--- src/rtl/artc_pkg.sv ---
package artc_pkg;
	// special-function register addresses
	localparam logic [7:0] ADDR_CONTROL     = 8'hC8;
	localparam logic [7:0] ADDR_RELOAD_LOW  = 8'hCA;
	localparam logic [7:0] ADDR_COUNT_LOW   = 8'hCC;
	localparam logic [7:0] ADDR_COUNT_HIGH  = 8'hCD;
	localparam logic [7:0] ADDR_RELOAD_HIGH = 8'hCE;
	localparam logic [7:0] ADDR_CLOCK_CTRL  = 8'h8E;

	// control register bit positions
	localparam int BIT_HIGH_FLAG  = 7;
	localparam int BIT_LOW_FLAG   = 6;
	localparam int BIT_LOW_IRQ_EN = 5;
	localparam int BIT_CAPTURE_EN = 4;
	localparam int BIT_SPLIT      = 3;
	localparam int BIT_RUN        = 2;
	localparam int BIT_EXT_CLOCK  = 0;

	// clock control register bit positions
	localparam int BIT_HIGH_CLKSEL = 5;
	localparam int BIT_LOW_CLKSEL  = 4;

	localparam logic [7:0] CONTROL_WRITE_MASK = 8'hFD;
	localparam logic [7:0] RESET_BYTE         = 8'h00;
	localparam logic [7:0] BYTE_MAX           = 8'hFF;
	localparam logic [7:0] BYTE_ONE           = 8'h01;

	// prescaler figures
	localparam int SYS_DIVIDE = 12;
	localparam int EXT_DIVIDE = 8;

	typedef struct packed {
		logic       wr;
		logic       rd;
		logic [7:0] addr;
		logic [7:0] wdata;
	} artc_sfr_t;

	typedef struct packed {
		logic high_flag;
		logic low_flag;
		logic low_irq_en;
		logic capture_en;
		logic split;
		logic run;
		logic ext_clock;
	} artc_ctrl_t;
endpackage

--- src/rtl/artc_tick_gen.sv ---
`timescale 1ns/1ns
module artc_tick_gen #(
	parameter int SYS_DIV = artc_pkg::SYS_DIVIDE,
	parameter int EXT_DIV = artc_pkg::EXT_DIVIDE
) (
	// clocking
	input  wire logic sys_clk,
	input  wire logic rst_n,
	input  wire logic clk_en,
	// control
	input  wire logic ext_clock_select,
	input  wire logic ext_osc,
	// tick out
	output logic      tick
);
	typedef struct packed {
		logic [2:0] sync;
		logic [3:0] sys_cnt;
		logic [2:0] ext_cnt;
		logic       tick;
	} artc_tick_state_t;

	localparam logic [3:0] SYS_LAST = 4'(SYS_DIV - 1);
	localparam logic [2:0] EXT_LAST = 3'(EXT_DIV - 1);

	artc_tick_state_t s;
	artc_tick_state_t next_s;
	logic             ext_rise;

	// edge counted when stage two is high and stage three is still low
	assign ext_rise = s.sync[1] & ~s.sync[2];

	always_comb
	begin
		next_s = s;
		next_s.sync = {s.sync[1:0], ext_osc};
		next_s.tick = 1'b0;
		next_s.sys_cnt = (s.sys_cnt == SYS_LAST) ? 4'h0 : s.sys_cnt + 4'h1;
		if (ext_rise)
		begin
			next_s.ext_cnt = s.ext_cnt + 3'h1;
		end
		if (ext_clock_select)
		begin
			next_s.tick = ext_rise && (s.ext_cnt == EXT_LAST);
		end
		else
		begin
			next_s.tick = (s.sys_cnt == SYS_LAST);
		end
	end

	always_ff @(posedge sys_clk or negedge rst_n)
	begin
		if (!rst_n)
		begin
			s <= '0;
		end
		else if (clk_en)
		begin
			s <= next_s;
		end
	end

	assign tick = s.tick;

	sys_period_a: assert property (@(posedge sys_clk) disable iff (!rst_n)
		(clk_en && !ext_clock_select && $past(clk_en) && $past(!ext_clock_select) && tick)
		|-> ##1 !tick)
		else $error("prescaled tick too frequent");
endmodule

--- src/rtl/artc_timer.sv ---
`timescale 1ns/1ns
// Overview of operation
// - with the low-byte enable and the timer interrupt enabled, a low-byte overflow raises the interrupt.
// - in split mode the external select bit applies to both bytes together.
// - external select at 0 gives a tick of the system clock divided by 12.
// - external select at 1 gives the synchronized external clock divided by 8.
// - each byte's clock select picks the raw system clock or the external-select tick; the high byte's select only acts in split mode.
// - the low reload register holds the low reload byte used for the low counter byte.
// - the high reload register holds the high reload byte used for the high counter byte.
// - the high flag sets when the high byte steps past 0xFF and reloads from the high reload byte, in 16-bit mode on 0xFFFF.
// - the low flag sets whenever the low byte rolls over, in either mode.
// - flags are cleared only by software writes, never by hardware.
module artc_timer (
	// clocking
	input  wire logic                sys_clk,
	input  wire logic                rst_n,
	input  wire logic                clk_en,
	// special-function register port
	input  artc_pkg::artc_sfr_t      sfr,
	output logic [7:0]               sfr_rdata,
	// outside
	input  wire logic                ext_osc,
	input  wire logic                timer_irq_enable,
	output logic                     timer_irq
);
	typedef struct packed {
		artc_pkg::artc_ctrl_t ctrl;
		logic [7:0]           reload_low;
		logic [7:0]           reload_high;
		logic [7:0]           count_low;
		logic [7:0]           count_high;
		logic                 high_clksel;
		logic                 low_clksel;
		logic [7:0]           rdata;
		logic                 irq;
	} artc_state_t;

	artc_state_t s;
	artc_state_t next_s;
	logic        sel_tick;
	logic        low_step;
	logic        high_step;
	logic        low_wrap;
	logic        high_wrap;
	logic        set_low;
	logic        set_high;

	artc_tick_gen u_tick (
		.sys_clk         (sys_clk),
		.rst_n           (rst_n),
		.clk_en          (clk_en),
		.ext_clock_select(s.ctrl.ext_clock),
		.ext_osc         (ext_osc),
		.tick            (sel_tick)
	);

	function automatic logic hit(input logic [7:0] a, input logic [7:0] b);
		return a == b;
	endfunction

	function automatic logic [7:0] ctrl_byte(input artc_pkg::artc_ctrl_t c);
		logic [7:0] v;
		v = artc_pkg::RESET_BYTE;
		v[artc_pkg::BIT_HIGH_FLAG] = c.high_flag;
		v[artc_pkg::BIT_LOW_FLAG] = c.low_flag;
		v[artc_pkg::BIT_LOW_IRQ_EN] = c.low_irq_en;
		v[artc_pkg::BIT_CAPTURE_EN] = c.capture_en;
		v[artc_pkg::BIT_SPLIT] = c.split;
		v[artc_pkg::BIT_RUN] = c.run;
		v[artc_pkg::BIT_EXT_CLOCK] = c.ext_clock;
		return v & artc_pkg::CONTROL_WRITE_MASK;
	endfunction

	always_comb
	begin
		// per-byte choice of raw clock or selected tick
		low_step = s.ctrl.run & (s.low_clksel | sel_tick);
		high_step = s.ctrl.split ? (s.ctrl.run & (s.high_clksel | sel_tick))
			: (low_step & hit(s.count_low, artc_pkg::BYTE_MAX));
		low_wrap = low_step & hit(s.count_low, artc_pkg::BYTE_MAX);
		high_wrap = high_step & hit(s.count_high, artc_pkg::BYTE_MAX);
		set_low = low_wrap;
		set_high = high_wrap;
	end

	always_comb
	begin
		next_s = s;
		next_s.irq = 1'b0;
		// counting
		if (low_wrap)
		begin
			next_s.count_low = s.reload_low;
		end
		else if (low_step)
		begin
			next_s.count_low = s.count_low + artc_pkg::BYTE_ONE;
		end
		if (high_wrap)
		begin
			next_s.count_high = s.reload_high;
		end
		else if (high_step)
		begin
			next_s.count_high = s.count_high + artc_pkg::BYTE_ONE;
		end
		// register writes
		if (sfr.wr)
		begin
			if (sfr.addr == artc_pkg::ADDR_CONTROL)
			begin
				next_s.ctrl.high_flag = sfr.wdata[artc_pkg::BIT_HIGH_FLAG];
				next_s.ctrl.low_flag = sfr.wdata[artc_pkg::BIT_LOW_FLAG];
				next_s.ctrl.low_irq_en = sfr.wdata[artc_pkg::BIT_LOW_IRQ_EN];
				next_s.ctrl.capture_en = sfr.wdata[artc_pkg::BIT_CAPTURE_EN];
				next_s.ctrl.split = sfr.wdata[artc_pkg::BIT_SPLIT];
				next_s.ctrl.run = sfr.wdata[artc_pkg::BIT_RUN];
				next_s.ctrl.ext_clock = sfr.wdata[artc_pkg::BIT_EXT_CLOCK];
			end
			else if (sfr.addr == artc_pkg::ADDR_RELOAD_LOW)
			begin
				next_s.reload_low = sfr.wdata;
			end
			else if (sfr.addr == artc_pkg::ADDR_RELOAD_HIGH)
			begin
				next_s.reload_high = sfr.wdata;
			end
			else if (sfr.addr == artc_pkg::ADDR_COUNT_LOW)
			begin
				next_s.count_low = sfr.wdata;
			end
			else if (sfr.addr == artc_pkg::ADDR_COUNT_HIGH)
			begin
				next_s.count_high = sfr.wdata;
			end
			else if (sfr.addr == artc_pkg::ADDR_CLOCK_CTRL)
			begin
				next_s.high_clksel = sfr.wdata[artc_pkg::BIT_HIGH_CLKSEL];
				next_s.low_clksel = sfr.wdata[artc_pkg::BIT_LOW_CLKSEL];
			end
		end
		// set wins over a clearing write in the same cycle
		if (set_low)
		begin
			next_s.ctrl.low_flag = 1'b1;
		end
		if (set_high)
		begin
			next_s.ctrl.high_flag = 1'b1;
		end
		// read data registered
		if (sfr.rd)
		begin
			if (sfr.addr == artc_pkg::ADDR_CONTROL)
			begin
				next_s.rdata = ctrl_byte(s.ctrl);
			end
			else if (sfr.addr == artc_pkg::ADDR_RELOAD_LOW)
			begin
				next_s.rdata = s.reload_low;
			end
			else if (sfr.addr == artc_pkg::ADDR_RELOAD_HIGH)
			begin
				next_s.rdata = s.reload_high;
			end
			else if (sfr.addr == artc_pkg::ADDR_COUNT_LOW)
			begin
				next_s.rdata = s.count_low;
			end
			else if (sfr.addr == artc_pkg::ADDR_COUNT_HIGH)
			begin
				next_s.rdata = s.count_high;
			end
			else if (sfr.addr == artc_pkg::ADDR_CLOCK_CTRL)
			begin
				next_s.rdata = artc_pkg::RESET_BYTE;
				next_s.rdata[artc_pkg::BIT_HIGH_CLKSEL] = s.high_clksel;
				next_s.rdata[artc_pkg::BIT_LOW_CLKSEL] = s.low_clksel;
			end
			else
			begin
				next_s.rdata = artc_pkg::RESET_BYTE;
			end
		end
		// level interrupt from the flags, low flag only when its enable is set
		next_s.irq = timer_irq_enable & (next_s.ctrl.high_flag
			| (next_s.ctrl.low_irq_en & next_s.ctrl.low_flag));
	end

	always_ff @(posedge sys_clk or negedge rst_n)
	begin
		if (!rst_n)
		begin
			s <= '0;
		end
		else if (clk_en)
		begin
			s <= next_s;
		end
	end

	assign sfr_rdata = s.rdata;
	assign timer_irq = s.irq;

	low_flag_set_a: assert property (@(posedge sys_clk) disable iff (!rst_n)
		(clk_en && set_low) |=> s.ctrl.low_flag)
		else $error("low flag not set on low wrap");
	high_flag_set_a: assert property (@(posedge sys_clk) disable iff (!rst_n)
		(clk_en && set_high) |=> s.ctrl.high_flag)
		else $error("high flag not set on high wrap");
	flag_sticky_a: assert property (@(posedge sys_clk) disable iff (!rst_n)
		(clk_en && s.ctrl.low_flag && !(sfr.wr && sfr.addr == artc_pkg::ADDR_CONTROL)) |=> s.ctrl.low_flag)
		else $error("low flag cleared by hardware");
	low_reload_a: assert property (@(posedge sys_clk) disable iff (!rst_n)
		(clk_en && low_wrap && !sfr.wr) |=> s.count_low == $past(s.reload_low))
		else $error("low byte not reloaded");
	high_reload_a: assert property (@(posedge sys_clk) disable iff (!rst_n)
		(clk_en && high_wrap && !sfr.wr) |=> s.count_high == $past(s.reload_high))
		else $error("high byte not reloaded");
	run_hold_a: assert property (@(posedge sys_clk) disable iff (!rst_n)
		(clk_en && !s.ctrl.run && !sfr.wr) |=> $stable(s.count_low) && $stable(s.count_high))
		else $error("counter moved while stopped");
	carry_16_a: assert property (@(posedge sys_clk) disable iff (!rst_n)
		(!s.ctrl.split && high_step) |-> low_wrap)
		else $error("high byte stepped without carry");
	unused_bit_a: assert property (@(posedge sys_clk) disable iff (!rst_n)
		$past(sfr.rd && clk_en) && $past(sfr.addr) == artc_pkg::ADDR_CONTROL
		|-> (sfr_rdata & ~artc_pkg::CONTROL_WRITE_MASK) == artc_pkg::RESET_BYTE)
		else $error("unused control bit read as one");
	irq_low_a: assert property (@(posedge sys_clk) disable iff (!rst_n)
		(clk_en && timer_irq_enable && s.ctrl.low_irq_en && set_low) |=> timer_irq)
		else $error("low overflow interrupt missing");
	fast_clock_a: assert property (@(posedge sys_clk) disable iff (!rst_n)
		(s.ctrl.run && s.low_clksel) |-> low_step)
		else $error("raw clock select not stepping");

	wrap16_c: cover property (@(posedge sys_clk) !s.ctrl.split && set_high);
	split_c: cover property (@(posedge sys_clk) s.ctrl.split && set_high && !set_low);
	race_c: cover property (@(posedge sys_clk) set_low && sfr.wr && sfr.addr == artc_pkg::ADDR_CONTROL);
	ext_c: cover property (@(posedge sys_clk) s.ctrl.ext_clock && s.ctrl.run && sel_tick);
endmodule

--- config.mk ---
export PLATFORM = sky130hd
export DESIGN_NAME = artc_timer
export DESIGN_NICKNAME = d
export VERILOG_FILES = /design/src/rtl/artc_pkg.sv /design/src/rtl/artc_tick_gen.sv /design/src/rtl/artc_timer.sv
export SDC_FILE = /design/constraint.sdc
export NUM_CORES = 1
export LEC_CHECK = 0
export ABC_AREA = 1
export BUFFER_PORTS_ARGS = -buffer_cell sky130_fd_sc_hd__buf_2
export CAP_MARGIN = 10
export CELL_PAD_IN_SITES_DETAIL_PLACEMENT = 1
export CELL_PAD_IN_SITES_GLOBAL_PLACEMENT = 1
export CORE_MARGIN = 2
export CORE_UTILIZATION = 30
export CTS_BUF_LIST = sky130_fd_sc_hd__clkbuf_4
export CTS_CLUSTER_SIZE = 20
export DETAILED_ROUTE_END_ITERATION = 16
export GPL_TIMING_DRIVEN = 0
export PLACE_DENSITY_LB_ADDON = 0.1
export SYNTH_ARGS = -nofsm -noshare
export SYNTH_HDL_FRONTEND = slang
export SYNTH_SLANG_ARGS = --single-unit
--- constraint.sdc ---
create_clock -name sys_clk -period 1.8 [get_ports sys_clk]
set_input_delay 0.27 -clock sys_clk [delete_from_list [all_inputs] [get_ports sys_clk]]
set_output_delay 0.27 -clock sys_clk [all_outputs]
set_load 0.05 [all_outputs]
==> flow_summary.json, run 1 <==
{
  "num_vias": 3809,
  "synth_area_leader_cell": "dfrtp_1",
  "h-tree-depth": 3,
  "drt-wirelength-per-cell_microns": 17.0,
  "synth_enable_flop_cells": 0,
  "arrival_ps": 2040,
  "holdCritPathClass": "input port to register",
  "syn_area_per_cell_sq_um": 7.00,
  "worst_ep_required_time_ps": 2150,
  "clockBufferDepth": 2,
  "gp_congestion": 0.910,
  "max_freq_mhz": 592,
  "diodes": 0,
  "drcViolationCount": 0,
  "hpwl_microns": 10200,
  "drv_slew": 0,
  "yosysWarningCount": 0,
  "gr-usage-met2_pct": 31.7,
  "cts_buffers": 9,
  "cts_root_buffer": "clkbuf_4",
  "grtUsageTotal_pct": 20.3,
  "grt_max_degree": 62,
  "pwr-share-comb_pct": 19.3,
  "synth.distinct_cells": 31,
  "synth_cells": 553,
  "synth_top_area_share_pct": 39.4,
  "vias_per_cell": 4.83,
  "critPathKind": "register to register",
  "seq_area_sq_um": 1540,
  "fillers": 1664,
  "ys_seq_elements": 61,
  "synth.most_common_cell": "nand2_1",
  "run_status": "complete, no violations",
  "drive_gt1_share_pct": 19.0,
  "synth_area_leaders": "dfrtp_1 39%, nand2_1 19%, o21ai_0 6.5%, inv_1 5.8%, nand3_1 5.4%",
  "maxCapViolCount": 0,
  "crit_buf_inv": 3,
  "finalPower_mw": 3.71,
  "fp-row-count": 41,
  "hold_viol": 0,
  "chipHeight_microns": 118,
  "leakagePower_nw": 2.37,
  "drt-total-wl_microns": 13400,
  "cp_max_fo": 7,
  "grt_overflow": 0,
  "finalCritPeriodShare_pct": 93.8,
  "ir_worst_vdd_uv": 479,
  "areaGrowthSynthToFinish_pct": 19.4,
  "cts_tree": "built",
  "power.internal_mw": 2.54,
  "critical-path-top-delay-family": "simple AND/OR/NAND/NOR gates",
  "worstSetupStartpointType": "register",
  "multi_input_area_sq_um": 1990,
  "met1_usage_pct": 28.1,
  "firstDrtPassIters": 4,
  "path_clk_slew_ps": 110,
  "placed_cell_area_sq_um": 4240,
  "relSlewSlack_pct": 43.7,
  "antenna_found_initial": 0,
  "syn-cell-area_sq_um": 3870,
  "cpMaxStageDelayCell": "dfrtp_2",
  "cellPowerDensity_nw_per_um2": 804,
  "nets": 639,
  "pwr-share-clk_pct": 34.5,
  "ant_nets": 0,
  "die-area_sq_um": 13800,
  "worst_pin_slew_ps": 845,
  "yosys-top-cells-count": "196 x nand2_1, 61 x dfrtp_1, 60 x inv_1",
  "cp_common_cell": "nand2_1",
  "grt_pass1_vias": 3839,
  "io_buffers": 31,
  "cts_sinks": 61,
  "seqPwrFrac_pct": 46.2,
  "finalSetupViolations": 0,
  "core_sq_um": 12600,
  "min_period_ps": 1690,
  "drt_iter0_drc": 188,
  "ys_async_sr_fraction_pct": 100,
  "crit_path_end_kind": "register",
  "slowest_delay_ps": 460,
  "gr-usage-met3_pct": 4.07,
  "clock_latency_ps": 460,
  "fp.dieW_microns": 118,
  "yosysSeqAreaShare_pct": 39.4,
  "grt_most_used_layer": "met2",
  "synth_nets": 581,
  "synth_ff_type": "dfrtp_1",
  "final_area_sq_um": 4620,
  "sw_frac_of_total_pct": 31.6,
  "finClkSkew_ps": 13.3,
  "ios": 32,
  "power_switching_mw": 1.17,
  "crit_chain": "ha_2 -> inv_1 -> nor2_4 -> nand3_4 -> nand2_8 -> buf_8 -> buf_12 -> nand3_1 -> nand4_1 -> nand2_1 -> nand2_1",
  "initial_core_util_pct": 30.7,
  "grt_pass1_wl_microns": 21300
}
power by group through the flow:
stage               logic [mW]  registers (mW)  clock network [mW]
global route             0.839            1.74                1.38
detailed placement       0.662            1.75                   0
CTS                      0.709            1.71                1.32
floorplan                0.444            1.68                   0
finish                   0.718            1.72                1.28
global placement         0.632            1.74                   0
stage by stage:
stage | hold slack (ps) | setup WS (ps) | utilization (%) | TNS [ps] | instances
floorplan | -25.6 | 246 | - | 0 | 553
global placement | 457 | -159 | 33.6 | -1710 | 756
detailed placement | 425 | -191 | 33.6 | -2480 | 756
CTS | 58.9 | 35.4 | 35.8 | 0 | 779
global route | 63.1 | -9.35 | 36.6 | -9.35 | 788
finish | 81.4 | 111 | 36.6 | 0 | 788
placed cells by master (no fill, tap or decap), drive strengths merged:
cell type    count
nand2          199
nand3           48
nand4           16
nor4             1
ha               5
nor2            44
nand3b           4
xor2             7
xnor2            1
inv             67
bufinv           3
clkbuf          18
a21oi            7
nor3             3
clkinv           2
dfrtp           61
o211ai           3
buf             59
o21ai           65
clkinvlp         1
dlygate4sd3      2
state kept, by name, summed over array words and instances, names as in the netlist:
register and count:
u_tick.next_s 2, u_tick.tick 1, s 41, u_tick.s 8, sfr_rdata 8, timer_irq 1
repair_timing:
action                     4_1_cts  5_1_grt
pin swaps                        0        3
hold endpoints to repair        62        0
setup endpoints to repair       13       10
setup buffers                    5        9
resized for setup                9       12
hold buffers                     2        0
cells by family after synthesis:
family / count (synthesis) / synth area share, %
AO/OA/AOI/OAI: 75 / 9.99
XOR/XNOR: 8 / 1.81
flip-flops: 61 / 39.4
adder cells (fa/ha/maj): 5 / 1.62
buffers and inverters: 89 / 10.1
AND/OR/NAND/NOR: 315 / 37.0
layer usage:
layer | part of all wire, % | routed length (microns)
met1 | 48 | 6500
met2 | 46 | 6170
met3 | 3.7 | 499
met4 | 1.7 | 226
met5 | 0 | 0
final timing paths:
path,end,startpoint,slack [ps],cells after the start
max reg2reg,s[13],s[19],110,11
min in group asynchronous,sfr_rdata[4],rst_n,430,2
max in group asynchronous,s[14],rst_n,730,2
min,s[36],sfr[1],80,3
max,s[13],s[19],110,11
min reg2reg,sfr_rdata[4],sfr_rdata[4],490,2
worst reg2reg max path, delay by kind of cell (launching register included):
kind                     cells  cell delay [ps]
adder cells (fa/ha/maj)      1              200
buffers and inverters        3              360
flip-flops                   1              460
AND/OR/NAND/NOR              7              560
final cells by class:
| type | count | area share, % |
|---|---|---|
| clock inverters | 5 | 2.14 |
| well taps | 172 | 4.66 |
| inverters | 68 | 5.66 |
| repair buffers | 47 | 6.39 |
| multi-input cells | 403 | 43.1 |
| flip-flops and latches | 61 | 33.2 |
| plain buffers | 21 | 3.09 |
| clock buffers | 11 | 1.79 |
Note: power is estimated with default switching activity, not from simulation.
==> run 2, diff against run 1 <==
Settings changed: CORE_ASPECT_RATIO set to 1.25, PLACE_DENSITY_LB_ADDON 0.1 to 0.25.
==> flow_summary.json, run 2 (synthesized netlist as in run 1, its figures left out) <==
{
  "grt_pass1_vias": 3948,
  "drv_slew": 0,
  "drt_iter0_drc": 197,
  "finalSetupViolations": 0,
  "nets": 633,
  "holdCritStartpoint": "ext_osc",
  "vias_per_cell": 4.94,
  "path_clk_slew_ps": 100,
  "relSlewSlack_pct": 45.2,
  "hpwl_microns": 10200,
  "min_period_ps": 1700,
  "r2r_setup_slack_ps": 100,
  "r2r_end": "timer_irq",
  "arrival_ps": 2050,
  "placed_cell_area_sq_um": 4240,
  "gp_congestion": 0.880,
  "startpoint": "s[12]",
  "worst_pin_slew_ps": 822,
  "largest_register_ffs": 41,
  "r2r-start": "s[12]",
  "top_register": "s",
  "firstDrtPassIters": 5,
  "num_vias": 3846,
  "clockBufferDepth": 2,
  "h-tree-depth": 3,
  "rsz0062_at_grt": "true",
  "cp_max_fo": 10,
  "areaGrowthSynthToFinish_pct": 15.9,
  "drcViolationCount": 0,
  "cts_sinks": 61,
  "antenna_found_initial": 1,
  "crit_end": "timer_irq",
  "grtUsageTotal_pct": 20.3,
  "grt_overflow": 0,
  "fp.dieW_microns": 106,
  "cts_tree": "built",
  "holdCritPathClass": "input port to register",
  "chipHeight_microns": 131,
  "final_area_sq_um": 4490,
  "rr_worst_depth": 11,
  "seq_area_sq_um": 1530,
  "clock_latency_ps": 430,
  "drt-wirelength-per-cell_microns": 17.2,
  "ir_worst_vdd_uv": 427,
  "cts_buffers": 9,
  "run_status": "complete, no violations",
  "leakagePower_nw": 2.31,
  "fp-row-count": 46,
  "grt_pass1_wl_microns": 21400,
  "die-area_sq_um": 13800,
  "worst_ep_required_time_ps": 2160,
  "drive_gt1_share_pct": 16.9,
  "multi_input_area_sq_um": 1980,
  "worstSetupStartpointType": "register",
  "hold_viol": 0,
  "final_cell_mix": "196 x nand2_1, 59 x inv_1, 57 x dfrtp_1",
  "ant_nets": 0,
  "core_sq_um": 12700,
  "drt-total-wl_microns": 13400,
  "crit_path_end_kind": "register",
  "dpl.cell_count": 752,
  "maxCapViolCount": 0,
  "final_common_cell": "nand2_1",
  "grt_max_degree": 62,
  "fillers": 1653,
  "critPathKind": "register to register",
  "max_freq_mhz": 590,
  "finClkSkew_ps": 18.4,
  "cts_root_buffer": "clkbuf_4",
  "ios": 32,
  "initial_core_util_pct": 30.6,
  "finalCritPeriodShare_pct": 94.2,
  "io_buffers": 31,
  "stdcell_count": 778,
  "cellPowerDensity_nw_per_um2": 745
}
[run 2: cell types whose count changed in the layout (fill, tap and decap cells not counted), moves of 2 or more]
cell,previous run,this run
buf_4,22,18
dfrtp_1,54,57
dfrtp_2,7,4
bufinv_16,3,1
clkbuf_4,12,10
clkinv_1,1,3
[run 2: through the flow]
stage,utilization [%],hold WS [ps],setup TNS (ps),total power [mW],setup WS (ps)
6_report,35.4,70.8,0,3.34,104
5_1_grt,35.4,65.8,-30.8,3.56,-22.7
4_1_cts,35.0,44.8,0,3.37,17.0
3_5_place_dp,33.5,431,-2430,2.40,-198
3_3_place_gp,33.5,455,-1900,2.36,-173
2_1_floorplan,-,-25.6,0,2.13,246
[run 2: routing by layer]
metal | wire length [microns] | up-vias | global-route usage [%]
met5 | 0 | - | 0
met4 | 366 | 0 | 8.82
met3 | 333 | 24 | 2.43
met2 | 6820 | 71 | 36.4
met1 | 5830 | 1886 | 24.7
li1 | - | 1865 | -
[run 2: repair_timing]
item | 4_1_cts | 5_1_grt
pin swaps | 1 | 1
hold buffers | 1 | 0
setup endpoints to repair | 10 | 11
gates resized for setup | 6 | 7
endpoints found under the hold margin | 61 | 0
setup buffers | 5 | 4
[run 2: worst min-delay path by stage]
stage / endpoint / slack [ps] / cells past startpoint
finish: u_tick.next_s[9] / 70 / 3
global route: u_tick.next_s[9] / 70 / 3
CTS: u_tick.next_s[9] / 40 / 3
detailed placement: s[22] / 430 / 1
global placement: u_tick.s[10] / 460 / 2
floorplan: s[10] / -30 / 0
[run 2: layout make-up]
class	instances	share of cell area (%)
sequential	61	34.1
buffer	21	3.10
clock inverter	6	1.23
antenna	1	0.0558
inverter	68	5.83
timing repair buffer	41	5.24
multi-input combinational	403	44.2
clock buffer	9	1.51
tap	168	4.68
[run 2: worst max-delay path: stages (launching register included)]
cell     delay, ps
dfrtp_2        410
ha_2           210
nand2_1         90
nor2_2         160
nand2_1        100
inv_4          130
nand3_2        160
inv_1          100
nor2_1          50
nand2_1        120
nand2_1         60
nand2_1         60
[run 2: report_power, final]
group,switching [mW],internal (mW)
Sequential,0.167,1.54
Combinational,0.441,0.262
Clock,0.532,0.402
Total,1.14,2.20
==> run 3, diff against run 2 <==
Settings changed: PLACE_DENSITY_LB_ADDON 0.25 to 0.3.
==> flow_summary.json, run 3 (synthesized netlist as in run 1, its figures left out) <==
{
  "run_status": "complete, no violations",
  "setup-tns-final_ps": 0,
  "drive_gt1_share_pct": 18.7,
  "hold_viol": 0,
  "clockBufferDepth": 2,
  "antenna_found_initial": 1,
  "crit_path_end_kind": "register",
  "maxCapViolCount": 0,
  "cts_root_buffer": "clkbuf_4",
  "post-place-ws_ps": -237,
  "drt-wirelength-per-cell_microns": 17.2,
  "critPathKind": "register to register",
  "leakagePower_nw": 2.37,
  "ant_nets": 0,
  "worst_pin_slew_ps": 832,
  "h-tree-depth": 3,
  "crit_chain": "nor2_1 -> nor2_4 -> nand3_4 -> nand2_8 -> buf_2 -> nand3_1 -> nand2_1 -> nand2_1 -> nand2_1 -> nand2_1 -> nand2_1",
  "firstDrtPassIters": 4,
  "worst_ep_required_time_ps": 2160,
  "chipHeight_microns": 131,
  "cp_max_fo": 7,
  "ir_worst_vdd_uv": 376,
  "gp_congestion": 0.854,
  "slowest_delay_ps": 420,
  "final_common_cell": "nand2_1",
  "fp.dieW_microns": 106,
  "relSlewSlack_pct": 44.6,
  "drv_slew": 0,
  "core_sq_um": 12700,
  "path_clk_slew_ps": 110,
  "drt_iter0_drc": 246,
  "cts_sinks": 61,
  "grt_overflow": 0,
  "finalPower_mw": 3.41,
  "grt_pass1_vias": 3920,
  "fillers": 1671,
  "grtUsageTotal_pct": 20.4,
  "r2r_setup_slack_ps": 90,
  "seq_area_sq_um": 1530,
  "worstSetupStartpointType": "register",
  "clock_latency_ps": 430,
  "finClkSkew_ps": 12.9,
  "rr_worst_depth": 11,
  "grt_max_degree": 62,
  "crit_end": "s[14]",
  "fp-row-count": 46,
  "startpoint": "u_tick.tick",
  "finalSetupViolations": 0,
  "num_vias": 3879,
  "nets": 643,
  "drcViolationCount": 0,
  "cellPowerDensity_nw_per_um2": 745,
  "arrival_ps": 2070,
  "vias_per_cell": 4.92,
  "top_register": "s",
  "r2r-start": "u_tick.tick",
  "holdCritPathClass": "input port to register",
  "drt-total-wl_microns": 13600,
  "max_freq_mhz": 585,
  "min_period_ps": 1710,
  "multi_input_area_sq_um": 1990,
  "cpMaxStageDelayCell": "dfrtp_1",
  "die-area_sq_um": 13800,
  "io_buffers": 31,
  "finalCritPeriodShare_pct": 94.9,
  "cts_tree": "built",
  "worst_slack_ps": 91.1,
  "r2r_end": "s[14]",
  "initial_core_util_pct": 30.6,
  "grt_pass1_wl_microns": 21200,
  "hpwl_microns": 10100,
  "areaGrowthSynthToFinish_pct": 18.2,
  "cp_common_cell": "nand2_1",
  "cts_buffers": 9,
  "ios": 32,
  "final_cell_mix": "196 x nand2_1, 59 x inv_1, 58 x dfrtp_1",
  "largest_register_ffs": 41
}
run 3: changes by cell type in the layout (fill, tap and decap cells not counted), sizes merged:
cell	previous run	this run
buf	54	65
clkbuf	16	17
clkinv	5	3
clkinvlp	1	2
run 3: per-stage QoR:
step | util, % | hold slack, ps | cells | cell area (sq um)
final | 36.1 | 55.9 | 789 | 4580
after global routing | 36.1 | 27.5 | 789 | 4580
after CTS | 35.0 | 32.0 | 772 | 4430
after detailed placement | 33.5 | 432 | 752 | 4240
after global placement | 33.5 | 455 | 752 | 4240
after floorplan | - | -25.6 | 553 | 3870
run 3: area by class of cell:
| class | count | area share [%] |
|---|---|---|
| Sequential cell | 61 | 33.4 |
| Clock inverter | 5 | 1.12 |
| Tap cell | 168 | 4.59 |
| Multi-Input combinational cell | 403 | 43.6 |
| Clock buffer | 11 | 1.80 |
| Timing Repair Buffer | 51 | 6.72 |
| Buffer | 21 | 2.98 |
| Antenna cell | 1 | 0.0547 |
| Inverter | 68 | 5.71 |
run 3: layer usage:
layer,wire length [microns],GRT usage (%)
met5,0,0
met4,238,6.58
met3,521,3.57
met2,7040,36.0
met1,5760,25.3
run 3: worst min path at each step:
stage	start	cells after the start	endpoint	slack [ps]
after CTS	ext_osc	3	u_tick.next_s[9]	30
after global placement	u_tick.s[10]	2	u_tick.s[10]	450
final	ext_osc	3	u_tick.next_s[9]	60
after global routing	ext_osc	3	u_tick.next_s[9]	30
after detailed placement	rst_n	1	s[24]	430
after floorplan	rst_n	0	s[10]	-30
run 3: repair_timing:
item	4_1_cts	5_1_grt
pin swaps	0	5
endpoints found under the hold margin	61	0
buffers inserted	3	16
hold buffers	1	0
gates cloned	0	0
endpoints found under the setup margin	14	16
resized for setup	6	9
run 3: critical path: cells and delay by family (launching register included):
| family | cells | cell delay (ps) |
|---|---|---|
| and+or+nand+nor | 10 | 1030 |
| DFF | 1 | 420 |
| buffers and inverters | 1 | 180 |
run 3: report_power, final:
group	leakage, nW	total, mW	switching [mW]	internal [mW]
Sequential	0.777	1.71	0.168	1.54
Combinational	1.52	0.709	0.445	0.265
Clock	0.0743	0.996	0.550	0.446
Total	2.37	3.41	1.16	2.25
